===== config.mk =====
export PLATFORM = sky130hd
export DESIGN_NAME = art_timer
export DESIGN_NICKNAME = d
export VERILOG_FILES = /design/src/shared/art_pkg.sv /design/src/shared/art_tick_if.sv /design/src/logic/art_timer.sv /design/src/logic/art_prescaler.sv
export SDC_FILE = /design/constraint.sdc
export NUM_CORES = 1
export LEC_CHECK = 0
export BUFFER_PORTS_ARGS = -buffer_cell sky130_fd_sc_hd__buf_4
export CAP_MARGIN = 20
export CORE_MARGIN = 4
export CORE_UTILIZATION = 45
export CTS_CLUSTER_DIAMETER = 50
export DETAILED_ROUTE_END_ITERATION = 16
export GPL_ROUTABILITY_DRIVEN = 0
export GPL_TIMING_DRIVEN = 1
export PLACE_DENSITY = 0.75
export SETUP_SLACK_MARGIN = 0.5
export SYNTH_ARGS = -nofsm -noshare
export SYNTH_HDL_FRONTEND = slang
export SYNTH_HIERARCHICAL = 1
export SYNTH_SLANG_ARGS = --single-unit

===== constraint.sdc =====
create_clock -name CLK -period 2.8 [get_ports CLK]
set_clock_uncertainty 0.15 [all_clocks]
set_input_delay 0.14 -clock CLK [delete_from_list [all_inputs] [get_ports CLK]]
set_output_delay 0.14 -clock CLK [all_outputs]
set_load 0.01 [all_outputs]

===== src/shared/art_pkg.sv =====
// constants for the 16-bit auto-reload timer: register map, field
// positions, widths and reset values shared by its modules
package art_pkg;
    // special function register addresses
    localparam logic [7:0]  ADDR_CTRL    = 8'hc4;
    localparam logic [7:0]  ADDR_RLD_LO  = 8'hc5;
    localparam logic [7:0]  ADDR_RLD_HI  = 8'hc6;
    // control register fields
    localparam int          BIT_OVF      = 4;
    localparam int          BIT_RUN      = 3;
    localparam int          PS_LSB       = 0;
    localparam int          PS_W         = 3;
    localparam int          UART_LSB     = 5;
    localparam int          UART_W       = 3;
    // widths
    localparam int          DATA_W       = 8;
    localparam int          CNT_W        = 16;
    localparam int          PRE_W        = 7;
    // reset values and counter constants
    localparam logic [7:0]  CTRL_RST     = 8'h00;
    localparam logic [7:0]  RLD_RST      = 8'h00;
    localparam logic [15:0] CNT_RST      = 16'h0000;
    localparam logic [15:0] CNT_TOP      = 16'hffff;
    localparam logic [15:0] CNT_STEP     = 16'h0001;
    localparam logic [6:0]  PRE_RST      = 7'h00;
    localparam logic [6:0]  PRE_STEP     = 7'h01;
    localparam logic [7:0]  DIV_ONE      = 8'h01;
    localparam logic [7:0]  RD_UNMAPPED  = 8'h00;
endpackage : art_pkg


===== src/shared/art_tick_if.sv =====
// carrier between the timer core and its clock prescaler
// assumes both ends sit in the same clock domain
`timescale 1ns/1ps
interface art_tick_if;
    logic                        run;
    logic [art_pkg::PS_W-1:0]    div_sel;
    logic                        tick;

    modport core  (output run, output div_sel, input  tick);
    modport presc (input  run, input  div_sel, output tick);
endinterface : art_tick_if


===== src/logic/art_timer.sv =====
// 16-bit up-counting auto-reload timer with its three special
// function registers; assumes a single-cycle register port from the
// core, synchronous to CLK, and an interrupt controller that pulses
// ISR_ENTER when the timer vector is taken
`timescale 1ns/1ps

// Notes on behaviour
// - sixteen-bit counter, counts up only, refilled from a reload value
// - three-bit prescale: 000 divides by 1, each step doubles, 111 by 128
// - counter advances only while run bit is 1, holds while 0
// - rollover from ffff sets the overflow flag
// - every rollover loads counter with high and low reload bytes
// - flag set and interrupt enable high requests timer service
// - entering the timer service routine clears the overflow flag
// - software writes may set or clear the overflow flag directly
// - control: flag bit 4, run bit 3, prescale bits 2:0
// - overflow offered as baud clock source to both serial ports
// - reload low register holds bits 7:0 of the reload value
// - separate read-write reload high register holds upper eight bits
module art_timer (
    // system
    input  wire logic        CLK,
    input  wire logic        NRST,
    // special function register port
    input  wire logic [7:0]  SFR_ADDR,
    input  wire logic        SFR_WR,
    input  wire logic [7:0]  SFR_WDATA,
    output logic      [7:0]  SFR_RDATA,
    // interrupt controller
    input  wire logic        OVF_IRQ_EN,
    input  wire logic        ISR_ENTER,
    output logic             IRQ_REQ,
    // serial ports
    output logic             BAUD_TICK
);
    // registers
    logic [art_pkg::CNT_W-1:0]  cnt_q;
    logic [art_pkg::CNT_W-1:0]  cnt_d;
    logic                       ovf_q;
    logic                       ovf_d;
    logic                       run_q;
    logic [art_pkg::PS_W-1:0]   ps_q;
    logic [art_pkg::UART_W-1:0] uart_q;
    logic [art_pkg::DATA_W-1:0] rld_lo_q;
    logic [art_pkg::DATA_W-1:0] rld_hi_q;
    logic [art_pkg::DATA_W-1:0] rdata_q;
    logic [art_pkg::DATA_W-1:0] rdata_d;
    logic                       irq_q;
    logic                       baud_q;

    // decode
    logic                       wr_ctrl;
    logic                       wr_lo;
    logic                       wr_hi;
    logic                       rd_ctrl;
    logic                       rd_lo;
    logic                       rd_hi;
    logic                       step;
    logic                       wrap;
    logic [art_pkg::CNT_W-1:0]  reload;
    logic [art_pkg::DATA_W-1:0] ctrl_view;
    logic                       ovf_after_clr;

    art_tick_if tk ();

    art_prescaler u_presc (
        .CLK  (CLK),
        .NRST (NRST),
        .tk   (tk.presc)
    );

    assign tk.run     = run_q;
    assign tk.div_sel = ps_q;

    assign rd_ctrl = (SFR_ADDR == art_pkg::ADDR_CTRL);
    assign rd_lo   = (SFR_ADDR == art_pkg::ADDR_RLD_LO);
    assign rd_hi   = (SFR_ADDR == art_pkg::ADDR_RLD_HI);
    assign wr_ctrl = SFR_WR && rd_ctrl;
    // reload writes are not blocked while running; software must halt
    // first, otherwise a wrap may pick up a half-written value
    assign wr_lo   = SFR_WR && rd_lo;
    assign wr_hi   = SFR_WR && rd_hi;

    // count only on a prescaled tick while running
    assign step   = tk.tick && run_q;
    assign wrap   = step && (cnt_q == art_pkg::CNT_TOP);
    assign reload = {rld_hi_q, rld_lo_q};

    // up only, refilled from reload on wrap
    assign cnt_d = wrap ? reload
                 : step ? cnt_q + art_pkg::CNT_STEP
                 : cnt_q;

    // software value or service entry clears, but a wrap in the same
    // cycle wins so no overflow is lost
    assign ovf_after_clr = wr_ctrl ? SFR_WDATA[art_pkg::BIT_OVF]
                         : ISR_ENTER ? 1'b0
                         : ovf_q;
    assign ovf_d = wrap || ovf_after_clr;

    // control layout
    assign ctrl_view = {uart_q, ovf_q, run_q, ps_q};

    assign rdata_d = rd_ctrl ? ctrl_view
                   : rd_lo   ? rld_lo_q
                   : rd_hi   ? rld_hi_q
                   : art_pkg::RD_UNMAPPED;

    always_ff @(posedge CLK or negedge NRST) begin
        if (!NRST) begin
            cnt_q <= art_pkg::CNT_RST;
            ovf_q <= 1'b0;
        end else begin
            cnt_q <= cnt_d;
            ovf_q <= ovf_d;
        end
    end

    // control register; bits 7:5 are serial-port mode bits kept here
    // as plain storage because they share the address
    always_ff @(posedge CLK or negedge NRST) begin
        if (!NRST) begin
            run_q  <= art_pkg::CTRL_RST[art_pkg::BIT_RUN];
            ps_q   <= art_pkg::CTRL_RST[art_pkg::PS_LSB +: art_pkg::PS_W];
            uart_q <= art_pkg::CTRL_RST[art_pkg::UART_LSB +: art_pkg::UART_W];
        end else if (wr_ctrl) begin
            run_q  <= SFR_WDATA[art_pkg::BIT_RUN];
            ps_q   <= SFR_WDATA[art_pkg::PS_LSB +: art_pkg::PS_W];
            uart_q <= SFR_WDATA[art_pkg::UART_LSB +: art_pkg::UART_W];
        end
    end

    always_ff @(posedge CLK or negedge NRST) begin
        if (!NRST) begin
            rld_lo_q <= art_pkg::RLD_RST;
        end else if (wr_lo) begin
            rld_lo_q <= SFR_WDATA;
        end
    end

    always_ff @(posedge CLK or negedge NRST) begin
        if (!NRST) begin
            rld_hi_q <= art_pkg::RLD_RST;
        end else if (wr_hi) begin
            rld_hi_q <= SFR_WDATA;
        end
    end

    // outputs all registered; irq follows the flag one cycle later
    always_ff @(posedge CLK or negedge NRST) begin
        if (!NRST) begin
            rdata_q <= art_pkg::RD_UNMAPPED;
            irq_q   <= 1'b0;
            baud_q  <= 1'b0;
        end else begin
            rdata_q <= rdata_d;
            irq_q   <= ovf_q && OVF_IRQ_EN;
            baud_q  <= wrap;
        end
    end

    assign SFR_RDATA = rdata_q;
    assign IRQ_REQ   = irq_q;
    assign BAUD_TICK = baud_q;
endmodule : art_timer


===== src/logic/art_prescaler.sv =====
// count clock prescaler: one tick every 2**div_sel system clocks
// assumes run and div_sel come from flops in the same clock domain
`timescale 1ns/1ps
module art_prescaler (
    // system
    input  wire logic  CLK,
    input  wire logic  NRST,
    // to timer core
    art_tick_if.presc  tk
);
    logic [art_pkg::PRE_W-1:0] pre_q;
    logic [art_pkg::PRE_W-1:0] pre_d;
    logic [7:0]                span;
    logic [7:0]                mask_full;
    logic [art_pkg::PRE_W-1:0] mask;

    // divisor doubles per select step, 1/1 up to 1/128
    assign span      = art_pkg::DIV_ONE << tk.div_sel;
    assign mask_full = span - art_pkg::DIV_ONE;
    assign mask      = mask_full[art_pkg::PRE_W-1:0];
    assign tk.tick   = tk.run && ((pre_q & mask) == mask);

    // held at zero while halted so every start has the same phase
    assign pre_d = tk.run ? pre_q + art_pkg::PRE_STEP : art_pkg::PRE_RST;

    always_ff @(posedge CLK or negedge NRST) begin
        if (!NRST) begin
            pre_q <= art_pkg::PRE_RST;
        end else begin
            pre_q <= pre_d;
        end
    end
endmodule : art_prescaler


==> run_results.csv, run 1 <==
group,metric,value,unit
grt,antenna_found_initial,0,
die,num_rows,28,
synthesis,avgSynthCellArea,10.95,sq um
clock_network,htree_levels,3,
sta,tightest_slew,0.7131,ns
sta,tns,0,ns
synthesis,async_flop_share,100.0,%
drt,vias,2187,
sta,period_share,81.51,%
die,core_area,5886,sq um
synthesis,syn_nets,272,
worst_setup_path,worst-r2r-cell-count,9,
die,die-area,7368,sq um
worst_setup_path,r2r-start,"ps_q[1]$_DFFE_PN0P_",
worst_setup_path,cpPeakStageDelay,0.43,ns
final_layout,diodes,0,
power_and_ir_drop,powerDensity,477.7,nW/um^2
sta,clock.fmax,438.2,MHz
drt,firstDrtPassIters,4,
worst_setup_path,startpoint,"ps_q[1]$_DFFE_PN0P_",
clock_network,cts_sinks,57,
synthesis,ys_warn_count,6,
worst_setup_path,cp.arrival,2.35,ns
sta,rsz0062_at_grt,"true",
place,portBuffers,30,
synthesis,synth_edf_count,0,
sta,hold_viol_final,0,
worst_setup_path,slowest_stage,"dfrtp_1",
worst_setup_path,crit_chain,"inv_2, o21ai_1, a21o_1, a21oi_2, nand4_1, nor3_2, buf_6, a21boi_1, a221o_1",
power_and_ir_drop,irDropWorstVdd,456.0,uV
die,die_h,85.84,um
drt,routed_via_density,5.695,
sta,slew_headroom,52.46,%
clock_network,clkTransAtPathRegs,0.07,ns
clock_network,worstSkewPairLatency,0.33,ns
drt,wire_per_inst,16.77,um
final_layout,layout_commonest_cell,"dfrtp_1",
place,detailed_place_hpwl,4205,um
grt,grt_max_degree,58,
grt,grt_overflow,0,
flow_run,max-cap-violations,0,
synthesis,synth-main-ff-cell,"dfrtp_1",
sta,setup_violations,0,
drt,drc,0,
final_layout,nets,327,
clock_network,cts_root_buf,"clkbuf_8",
worst_setup_path,required,2.86,ns
worst_setup_path,worst_setup_path_start_kind,"flop",
die,die_x,85.84,um
final_layout,fin_util,58.74,%
synthesis,synth.distinct_cells,43,
synthesis,ys_seq_area_share,52.32,%
worst_hold_path,hp-class,"in -> reg",
drt,ant_nets,0,
synthesis,synth_seq_cells,57,
place,placed_area,3024,sq um
worst_setup_path,crit_fanout,6,
final_layout,area_growth,26.80,%
synthesis,syn_inst,249,
clock_network,cts_buffers,9,
clock_network,clockBufferDepth,2,
final_layout,final_cell_area,3457,sq um
final_layout,drive_gt1_share,33.33,%
drt,routed_wl,6441,um
worst_setup_path,critPathKind,"reg -> reg",
die,ioPinCount,31,
final_layout,layout.cells.non_filler,384,
worst_setup_path,worstReg2RegEnd,"cnt_q[12]$_DFFE_PN0P_",
grt,grt_pass1_wl,10700,um
clock_network,cts_tree,"built",
sta,finalMaxSlewViolations,0,
die,initial_core_util,46.32,%
place,place_inst,347,
grt,track_usage,18.73,%
worst_setup_path,endpoint_kind,"flop",
synthesis,netlist_area,2726,sq um
status,status,"finished, final reports clean",
worst_setup_path,crit_path_end,"cnt_q[12]$_DFFE_PN0P_",
final_layout,final_cell_mix,"dfrtp_1, buf_4, mux2_2",
worst_setup_path,rrSetupSlack,0.52,ns
drt,drt_iter0_drc,169,
grt,first_global_vias,2200,
sta,fin_crit,2.282,ns
power_and_ir_drop,leakage,1.601,nW
[final cells by class]
class | instances | area (sq um)
clock buffer | 13 | 158.9
timing repair buffer | 54 | 451.7
multi-input combinational | 179 | 1291
inverter | 3 | 13.76
fill | 479 | 2429
clock inverter | 3 | 15.01
sequential | 57 | 1433
tap | 75 | 93.84
[registers in the layout, summed over array words and instances, names as in the netlist]
signal,count
IRQ_REQ,1
rld_hi_q,8
ovf_q,1
ps_q,3
run_q,1
BAUD_TICK,1
u_presc/pre_q,7
cnt_q,16
SFR_RDATA,8
uart_q,3
rld_lo_q,8
[how the worst min path moves through the flow]
stage                             endpoint  cells past startpoint         from  slack, ns
finish              SFR_RDATA[6]$_DFF_PN0_                      3  SFR_ADDR[6]       0.03
global route        SFR_RDATA[6]$_DFF_PN0_                      3  SFR_ADDR[6]       0.03
CTS                 SFR_RDATA[6]$_DFF_PN0_                      3  SFR_ADDR[6]       0.02
detailed placement     BAUD_TICK$_DFF_PN0_                      1         NRST        0.1
global placement       BAUD_TICK$_DFF_PN0_                      1         NRST       0.09
floorplan              BAUD_TICK$_DFF_PN0_                      0         NRST      -0.31
[where the power goes]
part | internal, W | total [W] | leakage (nW) | switching [W]
clock | 0.000365 | 0.000681 | 0.0932 | 0.000315
combinational | 0.0000570 | 0.000108 | 0.724 | 0.0000508
sequential | 0.000842 | 0.000863 | 0.784 | 0.0000208
total | 0.00126 | 0.00165 | 1.60 | 0.000387
[logic make-up (layout without fill, tap and decap cells)]
kind of cell               count (synthesis)  in the layout  synth area share, %
and+or+nand+nor                           89             89                18.40
DFF                                       57             57                52.32
AOI/OAI and AO/OA                         52             52                12.21
muxes                                     32             32                12.85
buffers and inverters                     13             73                2.019
xor gates and xnor gates                   4              4                1.285
adders and majority gates                  2              2               0.9177
[per-stage QoR]
| stage | hold slack, ns | setup WS, ns | total power [W] |
|---|---|---|---|
| 3_3_place_gp | 0.09320 | 0.5295 | 0.0009635 |
| 2_1_floorplan | -0.3056 | 0.5773 | 0.0009078 |
| 4_1_cts | 0.02096 | 0.5264 | 0.001659 |
| 3_5_place_dp | 0.09501 | 0.4497 | 0.0009663 |
| 6_report | 0.03107 | 0.5178 | 0.001651 |
| 5_1_grt | 0.03235 | 0.4071 | 0.001715 |
[cell usage after synthesis, drive strengths merged (2+ instances only)]
library cell	number	area share [%]
a211oi	3	0.83
a21boi	3	0.83
a21o	2	0.55
a21oi	17	3.1
a221o	2	0.73
a31oi	7	1.6
a41oi	2	0.64
and2	7	1.6
and3	6	1.4
buf	6	1.1
clkbuf	4	0.55
dfrtp	57	52
ha	2	0.92
inv	3	0.41
mux2	24	9.9
mux2i	8	2.9
nand2	14	1.9
nand3	15	3.4
nand4	6	1.4
nor2	23	3.2
nor2b	2	0.46
nor3	5	0.92
nor4b	2	1.7
o211ai	4	1.1
o21ai	8	1.5
or3	3	0.69
or4	2	0.55
xnor2	3	0.96
[timing repair]
item / in CTS / in global routing
hold buffers: 13 / 0
gates resized for setup: 4 / 20
pin swaps: 1 / 9
setup buffers: 0 / 7
endpoints found under the hold margin: 83 / 0
cloned: 0 / 1
endpoints found under the setup margin: 3 / 16
[worst max-delay path: cells and delay by family, from the launching register on]
family	cells	cell delay [ns]
AO/OA/AOI/OAI	5	0.74
buffers and inverters	2	0.27
flip-flops	1	0.43
AND/OR/NAND/NOR	2	0.56
[layer usage]
| layer | track usage [%] | part of all wire, % |
|---|---|---|
| met3 | 4.323 | 6.1 |
| met5 | 0 | 0 |
| met4 | 9.209 | 2.2 |
| met1 | 24.55 | 42 |
| met2 | 29.31 | 50 |
Power figures use the tool's default switching activity.
==> inputs of run 2 (changes only) <==
PLACE_DENSITY = 0.77   (was 0.75)
clock period = 1.9 ns   (was 2.8 ns; I/O delays follow)
==> run_results.csv, run 2 (same netlist as run 1, synthesis figures left out) <==
group,metric,value,unit
status,status,"finished with violations",
status,failed_checks,"setup timing",
die,initial_core_util,46.32,%
power_and_ir_drop,leakage,1.835,nW
worst_setup_path,cp.arrival,2.34,ns
sta,hold_viol_final,0,
grt,grt_pass1_wl,12030,um
worst_hold_path,whs_path_depth,4,
worst_setup_path,slowest_stage,"or4_4",
sta,finalMaxSlewViolations,0,
sta,slew_headroom,51.76,%
sta,rsz0062_at_grt,"true",
worst_setup_path,crit_chain,"inv_1, o21ai_0, a21o_1, a21oi_2, nand4_1, or4_4, a211oi_2, a211oi_1",
power_and_ir_drop,irDropWorstVdd,747.8,uV
die,die_h,85.84,um
die,die-area,7368,sq um
final_layout,layout_commonest_cell,"dfrtp_1",
sta,setup_violations,18,
clock_network,cts_root_buf,"clkbuf_8",
flow_run,max-cap-violations,0,
die,die_x,85.84,um
place,place_inst,373,
grt,first_global_vias,2475,
worst_setup_path,crit_fanout,4,
worst_setup_path,cp.depth,8,
final_layout,fillerInstances,423,
final_layout,final_cell_mix,"dfrtp_1, buf_4, nor2_1, mux2_4, buf_6",
drt,routed_wl,7345,um
place,placed_area,3352,sq um
final_layout,regMostFlops,"cnt_q",
sta,period_share,118.7,%
worst_setup_path,critPathKind,"reg -> reg",
drt,wire_per_inst,17.91,um
sta,fin_crit,2.255,ns
sta,clock.fmax,443.4,MHz
grt,grt_overflow,0,
worst_hold_path,min_from,"SFR_ADDR[1]",
drt,routed_via_density,5.646,
worst_setup_path,required,1.98,ns
final_layout,largest_reg_flops,16,
final_layout,layout.cells.non_filler,410,
drt,drc,0,
worst_setup_path,critPathTopFamily,"simple AND/OR/NAND/NOR gates",
clock_network,cts_sinks,57,
worst_setup_path,cpPeakStageDelay,0.60,ns
clock_network,htree_levels,3,
worst_setup_path,worstReg2RegEnd,"cnt_q[11]$_DFFE_PN0P_",
place,portBuffers,30,
grt,antenna_found_initial,0,
worst_setup_path,worst-r2r-cell-count,8,
final_layout,nets,353,
drt,vias,2315,
worst_hold_path,hp-class,"in -> reg",
worst_setup_path,rrSetupSlack,-0.36,ns
worst_setup_path,r2r-start,"ps_q[1]$_DFFE_PN0P_",
clock_network,cts_tree,"built",
sta,tightest_slew,0.7237,ns
power_and_ir_drop,total_power,0.002595,W
place,post-place-ws,-0.3193,ns
grt,track_usage,21.51,%
final_layout,diodes,0,
clock_network,cts_buffers,9,
place,detailed_place_hpwl,4567,um
drt,firstDrtPassIters,5,
worst_setup_path,endpoint_kind,"flop",
die,num_rows,28,
sta,fin_ws,-0.3553,ns
worst_setup_path,startpoint,"ps_q[1]$_DFFE_PN0P_",
power_and_ir_drop,powerDensity,659.4,nW/um^2
sta,tns,-4.570,ns
final_layout,drive_gt1_share,40.60,%
final_layout,final_cell_area,3936,sq um
grt,grt_max_degree,58,
worst_setup_path,worst_setup_path_start_kind,"flop",
die,core_area,5886,sq um
clock_network,clkTransAtPathRegs,0.07,ns
die,ioPinCount,31,
worst_hold_path,min_to,"SFR_RDATA[0]$_DFF_PN0_",
drt,ant_nets,0,
final_layout,area_growth,44.38,%
clock_network,worstSkewPairLatency,0.35,ns
drt,drt_iter0_drc,184,
clock_network,clockBufferDepth,2,
worst_setup_path,crit_buf_inv,1,
-- run 2: report_power, final --
group          switching [W]  internal (W)
Clock               0.000485      0.000636
Combinational      0.0000917      0.000115
Sequential         0.0000283       0.00124
-- run 2: how the worst max path moves through the flow --
stage,endpoint
after global routing,cnt_q[11]$_DFFE_PN0P_
after floorplan,cnt_q[8]$_DFFE_PN0P_
after global placement,cnt_q[11]$_DFFE_PN0P_
after detailed placement,cnt_q[11]$_DFFE_PN0P_
final,cnt_q[11]$_DFFE_PN0P_
after CTS,cnt_q[7]$_DFFE_PN0P_
-- run 2: tightest hold or removal path, cell delays in order --
cell     delay [ns]
buf_4          0.18
nor2_1         0.06
a21oi_1        0.11
nor2_1         0.05
-- run 2: cell type report --
class	count	area [sq um]	area share [%]
clock buffer	11	141.4	3.592
clock inverter	5	55.05	1.399
inverter	3	18.77	0.4768
multi-input combinational	179	1489	37.83
sequential	57	1426	36.24
tap	75	93.84	2.384
timing repair buffer	80	711.9	18.09
-- run 2: timing repair --
item,4_1_cts,5_1_grt
buffers inserted,5,3
pin swaps,20,15
setup endpoints to repair,32,29
hold buffers,12,0
gates cloned,1,0
resized for setup,28,22
hold endpoints to repair,82,0
-- run 2: layer usage --
metal  vias to the layer above  global-route usage (%)  part of all wire, %
li1                       1085                       -                    -
met1                      1135                   27.66                   45
met2                        75                   33.19                   48
met3                        20                   6.436                  5.0
met4                         0                   10.50                  2.8
met5                         -                       0                    0
-- run 2: stage by stage --
stage                     hold WS (ns)  utilization (%)
after global placement         0.04590            56.95
after detailed placement       0.05296            56.95
after floorplan                -0.3506                -
after CTS                      0.02370            64.88
after global routing           0.04194            66.88
final                          0.03993            66.88
==> inputs of run 3 (changes only) <==
==> constraint.sdc (replaced) <==
create_clock -name CLK -period 1.9 [get_ports CLK]
set_clock_uncertainty 0.15 [all_clocks]
set_input_delay 0.38 -clock CLK [delete_from_list [all_inputs] [get_ports CLK]]
set_output_delay 0.38 -clock CLK [all_outputs]
set_load 0.01 [all_outputs]
==> run_results.csv, run 3 (same netlist as run 1, synthesis figures left out) <==
group,metric,value,unit
drt,drt_iter0_drc,160,
place,place_inst,375,
worst_setup_path,cp.arrival,2.30,ns
worst_setup_path,crit_chain,"nand2_1, nand3_1, nand4_1, a21oi_2, nand4_1, buf_4, nor3_4, buf_6, a211oi_2, a211oi_2",
place,detailed_place_hpwl,4742,um
grt,track_usage,21.24,%
drt,wire_per_inst,19.00,um
worst_setup_path,cpPeakStageDelay,0.38,ns
worst_setup_path,worstReg2RegEnd,"cnt_q[11]$_DFFE_PN0P_",
worst_setup_path,critPathKind,"reg -> reg",
drt,drc,0,
final_layout,fillerInstances,431,
grt,antenna_found_initial,0,
clock_network,clkTransAtPathRegs,0.06,ns
power_and_ir_drop,leakage,1.807,nW
grt,use_met1,25.79,%
grt,busiest_layer,"met2",
die,die_x,85.84,um
worst_setup_path,r2r-start,"u_presc/pre_q[4]$_DFF_PN0_",
flow_run,max-cap-violations,0,
sta,setup_violations,18,
worst_setup_path,slowest_stage,"dfrtp_1",
sta,hold_viol_final,0,
worst_setup_path,crit_fanout,6,
worst_setup_path,worst_setup_path_start_kind,"flop",
worst_hold_path,min_to,"IRQ_REQ$_DFF_PN0_",
drt,vias,2328,
grt,grt_pass1_wl,11760,um
sta,slew_headroom,65.30,%
clock_network,htree_levels,3,
power_and_ir_drop,internal_power,0.001975,W
sta,clock.fmax,454.8,MHz
final_layout,nets,345,
die,die_h,85.84,um
final_layout,diodes,0,
worst_hold_path,hp-class,"in -> reg",
power_and_ir_drop,irDropWorstVdd,539.8,uV
final_layout,regMostFlops,"cnt_q",
power_and_ir_drop,netSwitchingFraction,23.03,%
status,status,"finished with violations",
status,failed_checks,"setup timing",
sta,rsz0062_at_grt,"true",
sta,finalMaxSlewViolations,0,
clock_network,cts_sinks,57,
drt,routed_via_density,5.791,
power_and_ir_drop,seq_power_share,49.4,%
final_layout,final_cell_area,3810,sq um
final_layout,final_cell_mix,"dfrtp_1, buf_4, mux2_4",
die,core_area,5886,sq um
worst_setup_path,rrSetupSlack,-0.30,ns
sta,period_share,115.7,%
power_and_ir_drop,powerDensity,673.7,nW/um^2
final_layout,layout.cells.non_filler,402,
clock_network,cts_buffers,9,
worst_hold_path,whs_path_depth,2,
grt,met3_usage,5.187,%
power_and_ir_drop,comb_power_share,7.2,%
drt,routed_wl,7640,um
grt,grt_overflow,0,
clock_network,clockBufferDepth,2,
worst_setup_path,endpoint_kind,"flop",
die,ioPinCount,31,
place,portBuffers,30,
final_layout,fin_util,64.73,%
grt,first_global_vias,2419,
power_and_ir_drop,clockPowerShare,43.4,%
die,die-area,7368,sq um
sta,whs,0.1212,ns
worst_setup_path,required,2.00,ns
power_and_ir_drop,netSwitchingPower,0.0005911,W
grt,grt_max_degree,58,
worst_hold_path,min_from,"OVF_IRQ_EN",
grt,met2_usage,34.68,%
sta,fin_ws,-0.2988,ns
final_layout,drive_gt1_share,42.20,%
clock_network,worstSkewPairLatency,0.34,ns
place,placed_area,3354,sq um
die,num_rows,28,
sta,fin_crit,2.199,ns
drt,ant_nets,0,
power_and_ir_drop,total_power,0.002567,W
die,initial_core_util,46.32,%
worst_setup_path,worst-r2r-cell-count,10,
drt,firstDrtPassIters,4,
final_layout,largest_reg_flops,16,
sta,tightest_slew,0.5205,ns
clock_network,cts_root_buf,"clkbuf_8",
clock_network,cts_tree,"built",
final_layout,area_growth,39.74,%
-- run 3: power groups by stage --
| stage | registers (W) | clock network [W] | logic [W] |
|---|---|---|---|
| 2_1_floorplan | 0.00128 | 0 | 0.0000715 |
| 3_3_place_gp | 0.00129 | 0 | 0.000159 |
| 3_5_place_dp | 0.00129 | 0 | 0.000163 |
| 4_1_cts | 0.00127 | 0.00113 | 0.000177 |
| 5_1_grt | 0.00127 | 0.00119 | 0.000199 |
| 6_report | 0.00127 | 0.00111 | 0.000184 |
-- run 3: critical path: cells and delay by family, from the launching register on --
kind / cells / cell delay, ns
AOI/OAI and AO/OA: 3 / 0.41
buffers and inverters: 2 / 0.39
DFF: 1 / 0.38
and+or+nand+nor: 5 / 0.78
-- run 3: final cells by class --
type / instances / area [sq um] / share of cell area (%)
clock buffers: 13 / 148.9 / 3.908
clock inverters: 3 / 40.04 / 1.051
inverters: 3 / 18.77 / 0.4926
multi-input cells: 179 / 1478 / 38.79
flip-flops and latches: 57 / 1426 / 37.44
well taps: 75 / 93.84 / 2.463
repair buffers: 72 / 604.3 / 15.86
-- run 3: worst max path at each step --
stage	start	endpoint	slack [ns]	depth (start not counted)
after floorplan	ps_q[1]$_DFFE_PN0P_	cnt_q[8]$_DFFE_PN0P_	-0.18	9
after global placement	ps_q[1]$_DFFE_PN0P_	cnt_q[11]$_DFFE_PN0P_	-0.24	10
after detailed placement	ps_q[2]$_DFFE_PN0P_	cnt_q[11]$_DFFE_PN0P_	-0.38	9
after CTS	ps_q[1]$_DFFE_PN0P_	cnt_q[11]$_DFFE_PN0P_	-0.26	10
after global routing	u_presc/pre_q[4]$_DFF_PN0_	cnt_q[11]$_DFFE_PN0P_	-0.44	10
final	u_presc/pre_q[4]$_DFF_PN0_	cnt_q[11]$_DFFE_PN0P_	-0.30	10
-- run 3: routing by layer --
metal	share of wire (%)	vias up
met5	0	-
met4	2.6	0
met3	5.5	14
met2	52	87
met1	40	1164
li1	-	1063
-- run 3: per-stage QoR --
stage / setup WS [ns] / setup TNS (ns)
final: -0.2988 / -4.379
after CTS: -0.2637 / -4.083
after global placement: -0.2427 / -5.753
after global routing: -0.4391 / -6.997
after detailed placement: -0.3759 / -8.292
after floorplan: -0.1843 / -3.084
-- run 3: repair_timing --
item / CTS / global route
buffers inserted: 5 / 4
endpoints found under the hold margin: 57 / 0
hold buffers: 1 / 0
gates resized for setup: 28 / 19
endpoints found under the setup margin: 42 / 65
pin swaps: 18 / 17
cloned: 0 / 1
